--- src/verilog/adccr_map.svh ---
// Register offsets, field positions and reset values of the channel
// calibration and configuration bank.
// Assumes inclusion by both design files.
`ifndef ADCCR_MAP_SVH
`define ADCCR_MAP_SVH

`define ADCCR_ADDR_W          6
`define ADCCR_OFS_CH5_GAIN_LO 6'h26
`define ADCCR_OFS_CHANNEL6_CONFIG     6'h27
`define ADCCR_OFS_CH6_OFS_HI  6'h28
`define ADCCR_OFS_CH6_OFS_LO  6'h29
`define ADCCR_OFS_CH6_GAIN_HI 6'h2A
`define ADCCR_OFS_CH6_GAIN_LO 6'h2B
`define ADCCR_OFS_CHANNEL7_CONFIG     6'h2C

`define ADCCR_CFG_PHASE_MSB   15
`define ADCCR_CFG_PHASE_LSB   6
`define ADCCR_CFG_DCOFF_BIT   2
`define ADCCR_CFG_MUX_MSB     1
`define ADCCR_CFG_MUX_LSB     0
`define ADCCR_LO_FIELD_MSB    15
`define ADCCR_LO_FIELD_LSB    8

`define ADCCR_RST_CFG         16'h0000
`define ADCCR_RST_OFS_HI      16'h0000
`define ADCCR_RST_LO_BYTE     8'h00
`define ADCCR_RST_GAIN_HI     16'h8000
`define ADCCR_RD_ZERO         16'h0000

`endif

--- src/verilog/adccr_pkg.sv ---
// Types shared by the channel calibration and configuration bank.
// Assumes adccr_map.svh is available on the include path.
`default_nettype none
package adccr_pkg;
  typedef enum logic [1:0] {
    ADCCR_IN_OWN_PAIR,
    ADCCR_IN_SHORTED,
    ADCCR_IN_TEST_POS,
    ADCCR_IN_TEST_NEG
  } adccr_input_e;

  typedef struct packed {
    logic signed [9:0] phase_delay;
    logic              dc_filter_off;
    adccr_input_e      input_select;
  } adccr_chan_cfg_s;

  typedef struct packed {
    logic signed [23:0] offset;
    logic        [23:0] gain;
  } adccr_chan_cal_s;

  typedef logic [15:0] adccr_word_t;
endpackage
`default_nettype wire

--- src/verilog/adccr_word_reg.sv ---
// One 16-bit register word with a per-bit writable mask and reset value.
// Assumes a synchronous write strobe on clk_sys.
`include "adccr_map.svh"
`default_nettype none
module adccr_word_reg #(
  parameter logic [15:0] RST_VAL  = 16'h0000,
  parameter logic [15:0] WR_MASK  = 16'hFFFF
) (
  input  wire logic                 clk_sys,
  input  wire logic                 nrst,
  input  wire logic                 wr_en,
  input  wire adccr_pkg::adccr_word_t wr_data,
  output var  adccr_pkg::adccr_word_t value
);
  import adccr_pkg::*;

  adccr_word_t next_value;

  // Read-only bits held at zero
  assign next_value = wr_en ? (wr_data & WR_MASK) : value;

  always_ff @(posedge clk_sys or negedge nrst) begin
    if (!nrst) begin
      value <= RST_VAL;
    end else begin
      value <= next_value;
    end
  end
endmodule
`default_nettype wire

--- src/verilog/adccr_regs.sv ---
// Channel configuration and calibration register bank, channels 5 to 7.
// Assumes a single-cycle strobe master on clk_sys, no wait states.
//
// Summary of operation
// RULE_01 - Bits 15:6 hold signed phase delay
// RULE_02 - Bit 2 set disables channel DC filter
// RULE_03 - Selector 01 short, 10 test+, 11 test-
// RULE_04 - Selector resets to 00, own inputs
// RULE_05 - Config bits 5:3 read as zero
// RULE_06 - Offset high holds offset bits 23:8
// RULE_07 - Offset low upper byte holds bits 7:0
// RULE_08 - Gain high holds gain bits 23:8
// RULE_09 - Gain low upper byte holds bits 7:0
// RULE_10 - Gain code is unsigned multiplier
// RULE_11 - Gain high resets to 8000h, unity
// RULE_12 - Low registers lower byte reads zero
// RULE_13 - Config register resets to zero
// RULE_14 - Writes to read-only bits are ignored
`include "adccr_map.svh"
`default_nettype none
module adccr_regs (
  input  wire logic                       clk_sys,
  input  wire logic                       nrst,
  input  wire logic [5:0]                 reg_addr,
  input  wire adccr_pkg::adccr_word_t     reg_wdata,
  input  wire logic                       reg_wr,
  input  wire logic                       reg_rd,
  output var  adccr_pkg::adccr_word_t     reg_rdata,
  output var  adccr_pkg::adccr_chan_cfg_s ch_six_cfg,
  output var  adccr_pkg::adccr_chan_cfg_s ch_seven_cfg,
  output var  adccr_pkg::adccr_chan_cal_s ch_six_cal,
  output var  logic [7:0]                 ch_five_gain_low,
  output var  logic                       ch_six_dc_filter_on,
  output var  logic                       ch_seven_dc_filter_on,
  input  wire logic                       global_dc_filter_setting
);
  import adccr_pkg::*;

  localparam int NREG = 7;
  localparam logic [6*NREG-1:0] OFS = {
    `ADCCR_OFS_CHANNEL7_CONFIG, `ADCCR_OFS_CH6_GAIN_LO, `ADCCR_OFS_CH6_GAIN_HI,
    `ADCCR_OFS_CH6_OFS_LO, `ADCCR_OFS_CH6_OFS_HI, `ADCCR_OFS_CHANNEL6_CONFIG,
    `ADCCR_OFS_CH5_GAIN_LO};
  // RULE_05 RULE_14 config writable mask
  localparam logic [15:0] CFG_MASK = 16'hFFC7;
  // RULE_12 RULE_14 low-byte read-only mask
  localparam logic [15:0] LO_MASK  = 16'hFF00;
  localparam logic [15:0] HI_MASK  = 16'hFFFF;
  localparam logic [16*NREG-1:0] MASKS = {
    CFG_MASK, LO_MASK, HI_MASK, LO_MASK, HI_MASK, CFG_MASK, LO_MASK};
  // RULE_04 RULE_11 RULE_13 reset values
  localparam logic [16*NREG-1:0] RSTS = {
    `ADCCR_RST_CFG, {`ADCCR_RST_LO_BYTE, 8'h00}, `ADCCR_RST_GAIN_HI,
    {`ADCCR_RST_LO_BYTE, 8'h00}, `ADCCR_RST_OFS_HI, `ADCCR_RST_CFG,
    {`ADCCR_RST_LO_BYTE, 8'h00}};

  adccr_word_t          word   [NREG];
  logic [NREG-1:0]      hit;
  adccr_word_t          next_reg_rdata;

  genvar g;
  generate
    for (g = 0; g < NREG; g++) begin : gen_reg
      assign hit[g] = (reg_addr == OFS[6*g +: 6]);
      adccr_word_reg #(
        .RST_VAL (RSTS[16*g +: 16]),
        .WR_MASK (MASKS[16*g +: 16])
      ) u_word (
        .clk_sys (clk_sys),
        .nrst    (nrst),
        .wr_en   (reg_wr & hit[g]),
        .wr_data (reg_wdata),
        .value   (word[g])
      );
    end
  endgenerate

  // Unmapped reads return zero
  always_comb begin
    next_reg_rdata = `ADCCR_RD_ZERO;
    for (int i = 0; i < NREG; i++) begin
      if (reg_rd && hit[i]) begin
        next_reg_rdata = word[i];
      end
    end
  end

  adccr_chan_cfg_s next_six_cfg;
  adccr_chan_cfg_s next_seven_cfg;
  adccr_chan_cal_s next_six_cal;

  // RULE_01 phase delay field
  assign next_six_cfg.phase_delay =
    word[1][`ADCCR_CFG_PHASE_MSB:`ADCCR_CFG_PHASE_LSB];
  assign next_seven_cfg.phase_delay =
    word[6][`ADCCR_CFG_PHASE_MSB:`ADCCR_CFG_PHASE_LSB];
  // RULE_02 channel filter disable
  assign next_six_cfg.dc_filter_off   = word[1][`ADCCR_CFG_DCOFF_BIT];
  assign next_seven_cfg.dc_filter_off = word[6][`ADCCR_CFG_DCOFF_BIT];
  // RULE_03 input selector decode
  assign next_six_cfg.input_select =
    adccr_input_e'(word[1][`ADCCR_CFG_MUX_MSB:`ADCCR_CFG_MUX_LSB]);
  assign next_seven_cfg.input_select =
    adccr_input_e'(word[6][`ADCCR_CFG_MUX_MSB:`ADCCR_CFG_MUX_LSB]);
  // RULE_06 RULE_07 offset assembly
  assign next_six_cal.offset = {word[2],
    word[3][`ADCCR_LO_FIELD_MSB:`ADCCR_LO_FIELD_LSB]};
  // RULE_08 RULE_09 RULE_10 unsigned gain assembly
  assign next_six_cal.gain = {word[4],
    word[5][`ADCCR_LO_FIELD_MSB:`ADCCR_LO_FIELD_LSB]};

  always_ff @(posedge clk_sys or negedge nrst) begin
    if (!nrst) begin
      reg_rdata             <= `ADCCR_RD_ZERO;
      ch_six_cfg            <= '0;
      ch_seven_cfg          <= '0;
      ch_six_cal            <= {24'h000000, 24'h800000};
      ch_five_gain_low      <= 8'h00;
      ch_six_dc_filter_on   <= 1'b0;
      ch_seven_dc_filter_on <= 1'b0;
    end else begin
      reg_rdata             <= next_reg_rdata;
      ch_six_cfg            <= next_six_cfg;
      ch_seven_cfg          <= next_seven_cfg;
      ch_six_cal            <= next_six_cal;
      ch_five_gain_low      <=
        word[0][`ADCCR_LO_FIELD_MSB:`ADCCR_LO_FIELD_LSB];
      // RULE_02 filter on needs global setting and no local disable
      ch_six_dc_filter_on   <= global_dc_filter_setting &
                               !next_six_cfg.dc_filter_off;
      ch_seven_dc_filter_on <= global_dc_filter_setting &
                               !next_seven_cfg.dc_filter_off;
    end
  end
endmodule
`default_nettype wire

--- config.mk ---
export PLATFORM = sky130hd
export DESIGN_NAME = adccr_regs
export DESIGN_NICKNAME = d
export VERILOG_FILES = /design/src/verilog/adccr_pkg.sv /design/src/verilog/adccr_word_reg.sv /design/src/verilog/adccr_regs.sv
export VERILOG_INCLUDE_DIRS = /design/src /design/src/verilog
export SDC_FILE = /design/constraint.sdc
export NUM_CORES = 1
export LEC_CHECK = 0
export ABC_AREA = 1
export BUFFER_PORTS_ARGS = -buffer_cell sky130_fd_sc_hd__buf_2
export CORE_MARGIN = 1
export CORE_UTILIZATION = 49
export DETAILED_ROUTE_END_ITERATION = 8
export PLACE_DENSITY = 0.71
export RECOVER_POWER = 100
export SLEW_MARGIN = 40
export SYNTH_ARGS = -nofsm -noshare
export SYNTH_HDL_FRONTEND = slang
export SYNTH_HIERARCHICAL = 1
export SYNTH_SLANG_ARGS = --single-unit
--- constraint.sdc ---
create_clock -name clk_sys -period 1.45 [get_ports clk_sys]
set_input_delay 0.145 -clock clk_sys [delete_from_list [all_inputs] [get_ports clk_sys]]
set_output_delay 0.145 -clock clk_sys [all_outputs]
set_load 0.02 [all_outputs]
**After elaboration in Yosys (flattened, before gate mapping)**

Cells that the tools add are included.
Widths: inputs -> output; s select.

- Flip-flop bits (word level): 182
- Logic and storage cells: 51

- Eq/ne operators: 7
- Mux-type cells: 7
- Bitwise logic cells: 9
- Reductions and logical operators: 9

Operator list:

| kind | count |
|---|---|
| $mux 16 | 7 |
| $eq 6x6->1 const B | 7 |
| $and 1x1->1 | 9 |
| $logic_and 1x1->1 | 7 |
| $logic_not 1->1 | 2 |

**Depth between registers and ports, before layout**

Gate-level depths: netlist (run 1).

- Depth in word-level cells: 9
- Depth in mapped cells: 12

**Cells and area by module**

Netlist (run 1), hierarchy kept.

By module, submodules not included:

| module | times used | cells an instance | area an instance (sq um) | seq. area each (sq um) |
|---|---|---|---|---|
| adccr_regs | 1 | 329 | 3667.3 | 2503.7 |
| adccr_word_reg at gen_reg[0].u_word ... | 3 | 43 | 369.1 | 200.2 |
| adccr_word_reg at gen_reg[1].u_word ... | 2 | 59 | 520.5 | 325.3 |
| adccr_word_reg at gen_reg[4].u_word | 1 | 68 | 645.6 | 401.6 |
| adccr_word_reg at gen_reg[2].u_word | 1 | 68 | 644.4 | 400.4 |

**Worst setup path after synthesis (run 1)**

No wires, ideal clock.

- Path type: input to register
- Start: input port reg_addr[0]
- End: register gen_reg[1].u_word.value[2]
- Setup time: 117 ps
- Arrival: 1323 ps
- Required time: 1333 ps
- Setup slack: 10 ps
- Stages: 7
- Buffers on the path: 2
- Cells stage by stage: buf_4 > nand2_1 > nor4_1 > inv_2 > buf_6 > nand2_1 > nand2_1

- Word-level cells in the longest chain between the ends: 2

Ends and longest elaborated chain:

| what | line | text |
|---|---|---|
| start: declaration | adccr_regs.sv:24 | `input wire logic [5:0] reg_addr,` |
| $eq 6x6->1 | adccr_regs.sv:64 | `assign hit[g] = (reg_addr == OFS[6*g +: 6]);` |
| $and 1x1->1 | adccr_regs.sv:71 | `.wr_en (reg_wr & hit[g]),` |
| end signal: assignment | adccr_word_reg.sv:26 | `value <= next_value;` |
| end: declaration | adccr_word_reg.sv:13 | `output var adccr_pkg::adccr_word_t value` |

Every way passes these cells.
A chain may end at the register's enable or synchronous reset.

**Worst setup path after layout (run 1)**

- Start: register ch_six_cal[23] (netlist name)
- End: output port ch_six_cal[23] (netlist name)

RTL lines:

| what | line | text |
|---|---|---|
| start: declaration | adccr_regs.sv:31 | `output var adccr_pkg::adccr_chan_cal_s ch_six_cal,` |
| start signal: assignment | adccr_regs.sv:117 | `ch_six_cal <= {24'h000000, 24'h800000};` |
| start signal: assignment | adccr_regs.sv:125 | `ch_six_cal <= next_six_cal;` |

No word-level cell between the ends.

==> results of run 1 <==
==> worst max path at each step <==
stage	start	to	slack [ps]	cells after the start
finish	ch_six_cal[23]$_DFF_PN1_	ch_six_cal[23]	140	1
global route	ch_six_cal[23]$_DFF_PN1_	ch_six_cal[23]	100	1
detailed placement	reg_addr[4]	gen_reg[5].u_word/value[15]$_DFFE_PN0P_	20	10
CTS	ch_six_cal[23]$_DFF_PN1_	ch_six_cal[23]	190	1
floorplan	reg_addr[0]	gen_reg[1].u_word/value[2]$_DFFE_PN0P_	10	7
global placement	reg_addr[4]	gen_reg[5].u_word/value[13]$_DFFE_PN0P_	50	10
==> placed cells by master (no fill, tap or decap) <==
cell / count
nand4_1: 65
conb_1: 30
dlygate4sd3_1: 9
dfrtp_1: 180
clkbuf_1: 102
buf_12: 10
clkbuf_16: 17
inv_2: 8
nor4_1: 1
buf_4: 12
inv_1: 22
dfstp_2: 1
buf_6: 1
clkbuf_8: 2
nand2_1: 297
dfstp_1: 1
nand2_2: 4
clkinvlp_4: 5
clkbuf_4: 1
nor2_1: 41
nand3_1: 18
bufinv_16: 5
nand4_2: 1
buf_2: 25
nor2_4: 7
clkbuf_2: 2
inv_6: 2
==> per-layer routing <==
metal  track usage  up-vias  share of wire
met1         0.323     2481           0.42
met3        0.0502       29          0.066
met4        0.0938        0          0.021
met2         0.393      191           0.49
li1              -     2489              -
met5             0        -              0
==> cells in the mapped netlist <==
master	instances	area [um2]
buf_12	2	40.0
buf_2	6	30.0
buf_4	37	278
buf_6	11	124
clkbuf_1	4	15.0
conb_1	5	18.8
dfrtp_1	180	4500
dfstp_2	2	52.6
inv_1	19	71.3
inv_2	10	37.5
inv_6	2	17.5
nand2_1	289	1080
nand2_2	12	75.1
nand3_1	18	90.1
nand4_1	64	400
nand4_2	2	25.0
nor2_1	40	150
nor2_2	1	6.26
nor2_4	7	78.8
nor4_1	1	6.26
==> power groups by stage <==
stage | sequential [mW] | combinational (mW) | clock [mW]
after global routing | 6.12 | 1.40 | 5.31
after detailed placement | 6.13 | 1.35 | 0
final | 6.06 | 1.25 | 5.03
after global placement | 6.12 | 1.32 | 0
after CTS | 6.06 | 1.38 | 5.11
after floorplan | 6.42 | 0.407 | 0
==> stage by stage <==
| step | instance area [um2] | hold WS (ps) | cells | util | worst slack (ps) |
|---|---|---|---|---|---|
| floorplan | 7200 | -151 | 737 | - | 10.4 |
| global placement | 7930 | 83.0 | 1009 | 0.567 | 53.6 |
| detailed placement | 7930 | 86.4 | 1009 | 0.567 | 18.5 |
| CTS | 8670 | 0.751 | 1049 | 0.620 | 193 |
| global route | 8470 | 2.20 | 1049 | 0.606 | 95.6 |
| finish | 8470 | 4.92 | 1049 | 0.606 | 141 |
==> area by class of cell <==
| cell class | instances | area [um2] |
|---|---|---|
| fillers | 1226 | 5520 |
| inverters | 31 | 121 |
| well taps | 180 | 225 |
| clock buffers | 20 | 457 |
| multi-input cells | 464 | 2000 |
| clock inverters | 11 | 196 |
| repair buffers | 161 | 913 |
| flip-flops and latches | 182 | 4560 |
==> flip-flops by register name (all words and copies together) (netlist names) <==
signal                 flops
ch_six_cfg                13
ch_seven_cfg              13
ch_six_cal                48
ch_five_gain_low           8
reg_rdata                 16
gen.u_word/value          82
ch_seven_dc_filter_on      1
ch_six_dc_filter_on        1
==> what timing repair did <==
action	4_1_cts	5_1_grt
gates resized for setup	0	0
endpoints found under the hold margin	53	0
hold buffers	9	0
==> kinds of logic (layout without fill, tap and decap cells) <==
kind of cell,after synthesis,count (layout),share of synthesized area
other,5,30,0.00264
and+or+nand+nor,434,434,0.270
buffers and inverters,91,223,0.0863
DFF,182,182,0.641
==> flow_metrics.py, run 1 <==
metrics = {
    "global_route": {
        "first_global_vias": 4979,
        "global_route.overflow_total": 0,
        "antenna_violations_before_repair": 0,
        "maximum_number_of_pins_on_one_net_before_global_route_repair": 58,
        "global_route_wire_length_before_repair_mm": 26.6,
        "globalRouteTotalUtil": 0.243,
    },
    "worst_setup_path": {
        "worst-path-max-fanout": 1,
        "path_cells": "clkbuf_1",
        "critical_path.n_buffers_inverters": 1,
        "critical-path-max-stage-delay_ps": 520,
        "reg2reg_setup_slack_ps": 380,
        "worstReg2RegStart": "gen_reg[1].u_word/value[9]$_DFFE_PN0P_",
        "critical_path.top_delay_family": "flip-flops",
        "worstRegToRegCells": 4,
        "end_kind": "output port",
        "critical-path-slowest-cell": "dfstp_2",
        "cp.arrival_ps": 1160,
        "required_ps": 1310,
        "critPathKind": "reg2out",
        "reg2reg_capture_point": "reg_rdata[9]$_DFF_PN0_",
        "critPathLaunchType": "flop",
    },
    "detailed_routing": {
        "totalWireLength_mm": 16.9,
        "final_antenna_net_count": 0,
        "firstDrtPassIters": 5,
        "detailroute.via_count": 5190,
        "routed_wire_length_per_instance_um": 16.1,
        "post_detailed_route_drc_marker_count": 0,
        "post_drt_via_cell_ratio": 4.95,
        "starting_drt_drc_count": 400,
    },
    "sta": {
        "finalCritPeriodShare": 0.902,
        "fin_skew_ps": 7.98,
        "slew_violations": 0,
        "tns_ps": 0,
        "rsz0062_at_grt": "false",
        "slew_headroom": 0.577,
        "finalHoldViolCount": 0,
        "period_needed_ps": 1310,
        "fmax_mhz": 764,
        "worst_slew_pin_slew_ps": 628,
        "finalSetupViolations": 0,
    },
    "clock_network": {
        "clk_path_buf_depth": 2,
        "clock_sink_count": 182,
        "cts_tree": "built",
        "worst_skew_pair.late_latency_ps": 430,
        "ctsRootBufferMaster": "clkbuf_16",
        "cts.clk_slew.worst_paths_ps": 60,
        "cts.repair_timing.setup_buffer_count": 0,
        "number_of_clock_buffers_inserted_by_tritoncts": 17,
        "h-tree-depth": 4,
    },
    "run": {
        "timing.max_cap.violations": 0,
    },
    "placed_design": {
        "dp_hpwl_mm": 11.4,
        "placement.io_buffers": 126,
        "routabilityCongestion": 0.877,
    },
    "power_and_ir_drop": {
        "power.net_switching_mw": 3.19,
        "power.density_nw_per_um2": 1460,
        "internal_power_mw": 9.16,
        "peak_ir_drop_on_the_vdd_network_v": 0.000746,
        "report.power.total_mw": 12.3,
        "share_seq_of_total_power": 0.491,
        "clock_power_share": 0.408,
        "leakagePower_nw": 4.31,
        "power.switching_fraction": 0.258,
        "power_frac_comb": 0.102,
    },
    "floorplan": {
        "top_level_ports": 127,
        "row_count": 43,
        "floorplan.die.height_um": 122,
        "die_area_um2": 15000,
        "fp.dieW_um": 122,
        "area_inside_the_core_boundary_um2": 14000,
        "starting_density_of_the_core": 0.508,
    },
    "hold_path": {
        "holdCritPathClass": "in2reg",
        "min_path_cells": 3,
        "hold_start": "reg_wdata[0]",
        "hold_path_end": "gen_reg[2].u_word/value[0]$_DFFE_PN0P_",
    },
    "finish": {
        "drive_above_1_share": 0.119,
        "area_delta_synth_final_pct": 19.2,
        "nets": 884,
        "number_of_inserted_diodes": 0,
    },
    "synth": {
        "post_synth_num_cell_types": 20,
        "netlist_area_um2": 7110,
        "ys_warn_count": 6,
        "yosysSeqAreaShare": 0.641,
        "syn-instance-count": 712,
        "postSynthAreaPerCell_um2": 9.98,
        "synth_seq_cells": 182,
    },
    "outcome": {
        "run_status": "finished, final reports clean",
    },
}
No activity file was read; power rests on OpenSTA's default activity.
==> inputs of run 2 (changes only) <==
CORE_ASPECT_RATIO = 1.1   (was not set)
==> flow_metrics.py, run 2 (synthesis gave the netlist of run 1 again) <==
metrics = {
    "outcome": {
        "run_status": "finished, final reports clean",
    },
    "worst_setup_path": {
        "critPathKind": "reg2out",
        "worstReg2RegStart": "gen_reg[2].u_word/value[0]$_DFFE_PN0P_",
        "path_depth": 1,
        "end_kind": "output port",
        "critPathLaunchType": "flop",
        "critical-path-max-stage-delay_ps": 520,
        "required_ps": 1310,
        "path_cells": "clkbuf_1",
        "critical_path.top_delay_family": "flip-flops",
        "cp.arrival_ps": 1170,
        "worst-path-max-fanout": 1,
        "critical-path-slowest-cell": "dfstp_2",
        "reg2reg_setup_slack_ps": 410,
        "reg2reg_capture_point": "reg_rdata[0]$_DFF_PN0_",
        "critical_path.n_buffers_inverters": 1,
        "critPathCapture": "ch_six_cal[23]",
        "setup.worst_path.start": "ch_six_cal[23]$_DFF_PN1_",
        "worstRegToRegCells": 4,
    },
    "sta": {
        "fin_ws_ps": 133,
        "tns_ps": 0,
        "fmax_mhz": 760,
        "slew_violations": 0,
        "fin_skew_ps": 6.28,
        "finalHoldViolCount": 0,
        "slew_headroom": 0.513,
        "final.hold.worst_slack_ps": 22.7,
        "finalSetupViolations": 0,
        "finalCritPeriodShare": 0.908,
        "rsz0062_at_grt": "false",
        "period_needed_ps": 1320,
        "worst_slew_pin_slew_ps": 730,
    },
    "detailed_routing": {
        "firstDrtPassIters": 5,
        "starting_drt_drc_count": 413,
        "post_detailed_route_drc_marker_count": 0,
        "routed_wire_length_per_instance_um": 15.9,
        "detailroute.via_count": 5305,
        "final_antenna_net_count": 0,
        "post_drt_via_cell_ratio": 4.99,
        "totalWireLength_mm": 16.9,
    },
    "run": {
        "timing.max_cap.violations": 0,
    },
    "finish": {
        "registers.top_by_ff_count": "gen.u_word/value",
        "area_delta_synth_final_pct": 18.4,
        "commonest_non_fill_non_tap_cell_in_the_layout": "nand2_1",
        "largestRegisters": "gen.u_word/value x82, ch_six_cal x48, reg_rdata x16",
        "area_of_the_multi_input_gates_um2": 2000,
        "final_cell_mix": "nand2_1 (295), dfrtp_1 (180), clkbuf_1 (105)",
        "layout.area.seq_um2": 4560,
        "largest_register_ffs": 82,
        "drive_above_1_share": 0.119,
        "number_of_inserted_diodes": 0,
        "nFillCells": 1245,
        "nets": 890,
    },
    "hold_path": {
        "holdCritPathClass": "in2reg",
    },
    "floorplan": {
        "starting_density_of_the_core": 0.509,
        "floorplan.die.height_um": 128,
        "area_inside_the_core_boundary_um2": 14000,
        "top_level_ports": 127,
        "die_area_um2": 15000,
        "fp.dieW_um": 117,
        "row_count": 45,
    },
    "power_and_ir_drop": {
        "power.density_nw_per_um2": 1410,
        "leakagePower_nw": 4.31,
        "report.power.total_mw": 11.9,
        "peak_ir_drop_on_the_vdd_network_v": 0.000731,
    },
    "clock_network": {
        "cts.clk_slew.worst_paths_ps": 70,
        "cts.repair_timing.setup_buffer_count": 0,
        "worst_skew_pair.late_latency_ps": 440,
        "cts_tree": "built",
        "h-tree-depth": 4,
        "ctsRootBufferMaster": "clkbuf_16",
        "clk_path_buf_depth": 2,
        "ctsResizeCount": 0,
        "number_of_clock_buffers_inserted_by_tritoncts": 17,
        "clock_sink_count": 182,
    },
    "global_route": {
        "globalRouteTotalUtil": 0.246,
        "antenna_violations_before_repair": 0,
        "global_route.overflow_total": 0,
        "first_global_vias": 5012,
        "global_route_wire_length_before_repair_mm": 26.8,
        "maximum_number_of_pins_on_one_net_before_global_route_repair": 43,
    },
    "placed_design": {
        "pre_cts_ws_ps": -130,
        "routabilityCongestion": 0.858,
        "dp_hpwl_mm": 11.8,
        "placement.io_buffers": 126,
    },
}
-- run 2: cell types whose count changed in the layout (fill, tap and decap cells not counted), sizes merged --
cell / delta
clkinv: +6
clkinvlp: -4
inv: +4
buf: +3
bufinv: -3
dlygate4sd3: +1
-- run 2: how the worst min path moves through the flow --
stage / startpoint / cells past startpoint / end / slack (ps)
4_1_cts: reg_wdata[15] / 3 / gen_reg[4].u_word/value[15]$_DFFE_PN1P_ / 0.8
5_1_grt: reg_wdata[14] / 3 / gen_reg[4].u_word/value[14]$_DFFE_PN0P_ / 30
3_3_place_gp: nrst / 1 / ch_six_cfg[5]$_DFF_PN0_ / 70
2_1_floorplan: nrst / 0 / ch_five_gain_low[0]$_DFF_PN0_ / -150
3_5_place_dp: nrst / 1 / ch_six_cfg[5]$_DFF_PN0_ / 70
6_report: reg_wdata[15] / 3 / gen_reg[4].u_word/value[15]$_DFFE_PN1P_ / 20
-- run 2: where the power goes --
group          internal [mW]  switching, mW
Combinational          0.333          0.920
Clock                   2.56           1.99
Sequential              5.68          0.382
Total                   8.57           3.29
-- run 2: layer usage --
layer  GRT usage  part of all wire  vias to the layer above
li1            -                 -                     2508
met1       0.321              0.41                     2562
met2       0.396              0.49                      200
met3      0.0487             0.066                       35
met4       0.116             0.030                        0
met5           0                 0                        -
-- run 2: worst min-delay path, cell delays in order --
cell,delay [ps]
buf_2,170
nand2_1,90
nand2_1,40
-- run 2: cell type report --
type,instances,area share
flip-flops and latches,182,0.542
clock inverters,14,0.0177
well taps,188,0.0280
repair buffers,167,0.109
multi-input cells,464,0.238
clock buffers,18,0.0510
inverters,31,0.0144
-- run 2: timing repair --
| action | 4_1_cts | 5_1_grt |
|---|---|---|
| hold buffers | 10 | 0 |
| endpoints found under the setup margin | 0 | 0 |
| hold endpoints to repair | 205 | 0 |
-- run 2: stage by stage --
| stage | instances | util | cell area, um2 |
|---|---|---|---|
| 6_report | 1064 | 0.602 | 8410 |
| 3_3_place_gp | 1022 | 0.568 | 7940 |
| 4_1_cts | 1064 | 0.617 | 8610 |
| 3_5_place_dp | 1022 | 0.568 | 7940 |
| 2_1_floorplan | 737 | - | 7200 |
| 5_1_grt | 1064 | 0.602 | 8410 |
==> inputs of run 3 (changes only) <==
ABC_AREA = 0   (was 1)
RECOVER_POWER = not set   (was 100)
==> flow_metrics.py, run 3 <==
metrics = {
    "finish": {
        "finalNonFillerCells": 914,
        "largestRegisters": "gen.u_word/value x82, ch_six_cal x48, reg_rdata x16",
        "number_of_inserted_diodes": 0,
        "drive_above_1_share": 0.433,
        "nFillCells": 1178,
        "nets": 733,
        "area_of_the_multi_input_gates_um2": 2580,
        "stdcell_area_um2": 9190,
        "commonest_non_fill_non_tap_cell_in_the_layout": "dfrtp_1",
        "area_delta_synth_final_pct": 22.0,
        "final_cell_mix": "dfrtp_1 (180), buf_2 (125), mux2_4 (64)",
        "layout.area.seq_um2": 4560,
        "largest_register_ffs": 82,
        "registers.top_by_ff_count": "gen.u_word/value",
    },
    "synth": {
        "netlist_area_um2": 7530,
        "synth_largest_area_cell": "dfrtp_1",
        "post_synth_num_cell_types": 38,
        "synth_seq_cells": 182,
        "yosysSeqAreaShare": 0.605,
        "synth-async-reset-ratio": 1.00,
        "synth.top_cells.by_count": "dfrtp_1 (180), mux2_4 (64), nor3_1 (37), buf_4 (30), o21ai_0 (28)",
        "synth_flop_cell": "dfrtp_1",
        "synthMostInstantiatedCell": "dfrtp_1",
        "postSynthAreaPerCell_um2": 13.9,
        "ys_warn_count": 6,
        "count_of_flip_flops_with_a_built_in_enable_after_synthesis": 0,
        "yosysTopAreaCellShare": 0.598,
        "syn-instance-count": 541,
        "yosys-top-cells-area": "dfrtp_1 (60%), mux2_4 (13%), buf_4 (3.0%)",
    },
    "worst_setup_path": {
        "cp.arrival_ps": 1090,
        "critPathKind": "reg2out",
        "path_cells": "buf_2",
        "critical_path.top_delay_family": "flip-flops",
        "end_kind": "output port",
        "setup.worst_path.start": "ch_six_cal[23]$_DFF_PN1_",
        "worst-path-max-fanout": 1,
        "worstReg2RegStart": "gen_reg[4].u_word/value[1]$_DFFE_PN0P_",
        "required_ps": 1310,
        "critical-path-max-stage-delay_ps": 520,
        "critical-path-slowest-cell": "dfstp_2",
        "critPathLaunchType": "flop",
        "critical_path.n_buffers_inverters": 1,
    },
    "sta": {
        "finalCritPeriodShare": 0.850,
        "period_needed_ps": 1230,
        "finalSetupViolations": 0,
        "rsz0062_at_grt": "false",
        "fin_skew_ps": 10.7,
        "slew_violations": 0,
        "finalHoldViolCount": 0,
        "fmax_mhz": 811,
    },
    "power_and_ir_drop": {
        "power.density_nw_per_um2": 1330,
        "leakagePower_nw": 4.57,
        "peak_ir_drop_on_the_vdd_network_v": 0.000736,
    },
    "detailed_routing": {
        "post_drt_via_cell_ratio": 5.24,
        "starting_drt_drc_count": 274,
        "detailroute.via_count": 4793,
        "post_detailed_route_drc_marker_count": 0,
        "routed_wire_length_per_instance_um": 19.0,
        "final_antenna_net_count": 0,
        "firstDrtPassIters": 5,
        "totalWireLength_mm": 17.3,
    },
    "floorplan": {
        "top_level_ports": 127,
        "floorplan.die.height_um": 132,
        "area_inside_the_core_boundary_um2": 15100,
        "die_area_um2": 15900,
        "starting_density_of_the_core": 0.500,
        "row_count": 47,
        "fp.dieW_um": 120,
    },
    "run": {
        "timing.max_cap.violations": 0,
    },
    "clock_network": {
        "cts_tree": "built",
        "clk_path_buf_depth": 2,
        "clock_sink_count": 182,
        "ctsResizeCount": 0,
        "cts.repair_timing.setup_buffer_count": 0,
        "worst_skew_pair.late_latency_ps": 430,
        "cts.hold.buffers_added": 9,
        "ctsRootBufferMaster": "clkbuf_16",
        "number_of_clock_buffers_inserted_by_tritoncts": 17,
        "h-tree-depth": 4,
        "cts.clk_slew.worst_paths_ps": 60,
    },
    "global_route": {
        "antenna_violations_before_repair": 1,
        "global_route.overflow_total": 0,
        "first_global_vias": 4974,
        "maximum_number_of_pins_on_one_net_before_global_route_repair": 66,
        "global_route_wire_length_before_repair_mm": 27.7,
        "globalRouteTotalUtil": 0.235,
    },
    "placed_design": {
        "routabilityCongestion": 0.852,
        "dp_cells": 874,
        "cell_area_reported_after_detailed_placement_um2": 8530,
        "placement.io_buffers": 126,
        "dp_hpwl_mm": 11.8,
    },
    "outcome": {
        "run_status": "finished, final reports clean",
    },
    "hold_path": {
        "hold_start": "reg_wdata[7]",
        "holdCritPathClass": "in2reg",
    },
}
[run 3: changes by cell type after synthesis, sizes merged, moves of 4 or more]
cell / change
mux2: +82
inv: -12
nand4: -66
nand2: -299
nor2: -28
a2bb2oi: +12
nand3: -10
a21oi: +12
nor4b: +19
a31oi: +4
nor3: +43
o21ai: +35
mux2i: +16
clkbuf: +4
[run 3: cells by family (layout without fill, tap and decap cells)]
kind of cell           after synthesis  count (layout)  share of synthesized area
AND/OR/NAND/NOR                    103             103                     0.0845
buffers and inverters               84             236                     0.0731
AO/OA/AOI/OAI                       69              69                     0.0593
flip-flops                         182             182                      0.605
other                                5              30                    0.00249
multiplexers                        98              98                      0.176
[run 3: area by class of cell]
class                           instances  area share
Multi-Input combinational cell        300       0.280
Sequential cell                       182       0.496
Clock buffer                           22      0.0516
Clock inverter                          9      0.0103
Tap cell                              196      0.0267
Inverter                               19     0.00776
Timing Repair Buffer                  186       0.128
[run 3: metrics by stage]
stage | setup slack [ps] | setup TNS, ps | hold slack [ps] | util | power (mW)
after global routing | 170 | 0 | 7.19 | 0.611 | 12.7
after CTS | 186 | 0 | 4.62 | 0.611 | 12.3
final | 218 | 0 | 15.5 | 0.611 | 12.2
after detailed placement | -141 | -7590 | 14.3 | 0.567 | 7.92
after floorplan | -225 | -4850 | -151 | - | 7.19
after global placement | -111 | -6030 | 9.04 | 0.567 | 7.87
[run 3: final timing paths]
check | to | slack (ps) | depth (start not counted)
worst min register to register | ch_six_cal[23]$_DFF_PN1_ | 380 | 0
worst max-delay path | ch_six_cal[23] | 220 | 1
worst max register to register | reg_rdata[1]$_DFF_PN0_ | 310 | 4
worst min-delay path | gen_reg[6].u_word/value[7]$_DFFE_PN0P_ | 20 | 2
max in group asynchronous | ch_six_cal[11]$_DFF_PN0_ | 710 | 3
min in group asynchronous | gen_reg[4].u_word/value[10]$_DFFE_PN0P_ | 130 | 2
[run 3: where the power goes]
group	switching [mW]	internal [mW]	total (mW)
Combinational	0.974	0.790	1.76
Sequential	0.393	5.69	6.09
Clock	1.88	2.51	4.39
Total	3.25	8.99	12.2
[run 3: routing by layer]
layer	vias to the layer above	GRT usage	part of all wire
li1	2162	-	-
met1	2383	0.302	0.41
met2	202	0.376	0.50
met3	44	0.0580	0.061
met4	2	0.107	0.029
met5	-	0	0.00046
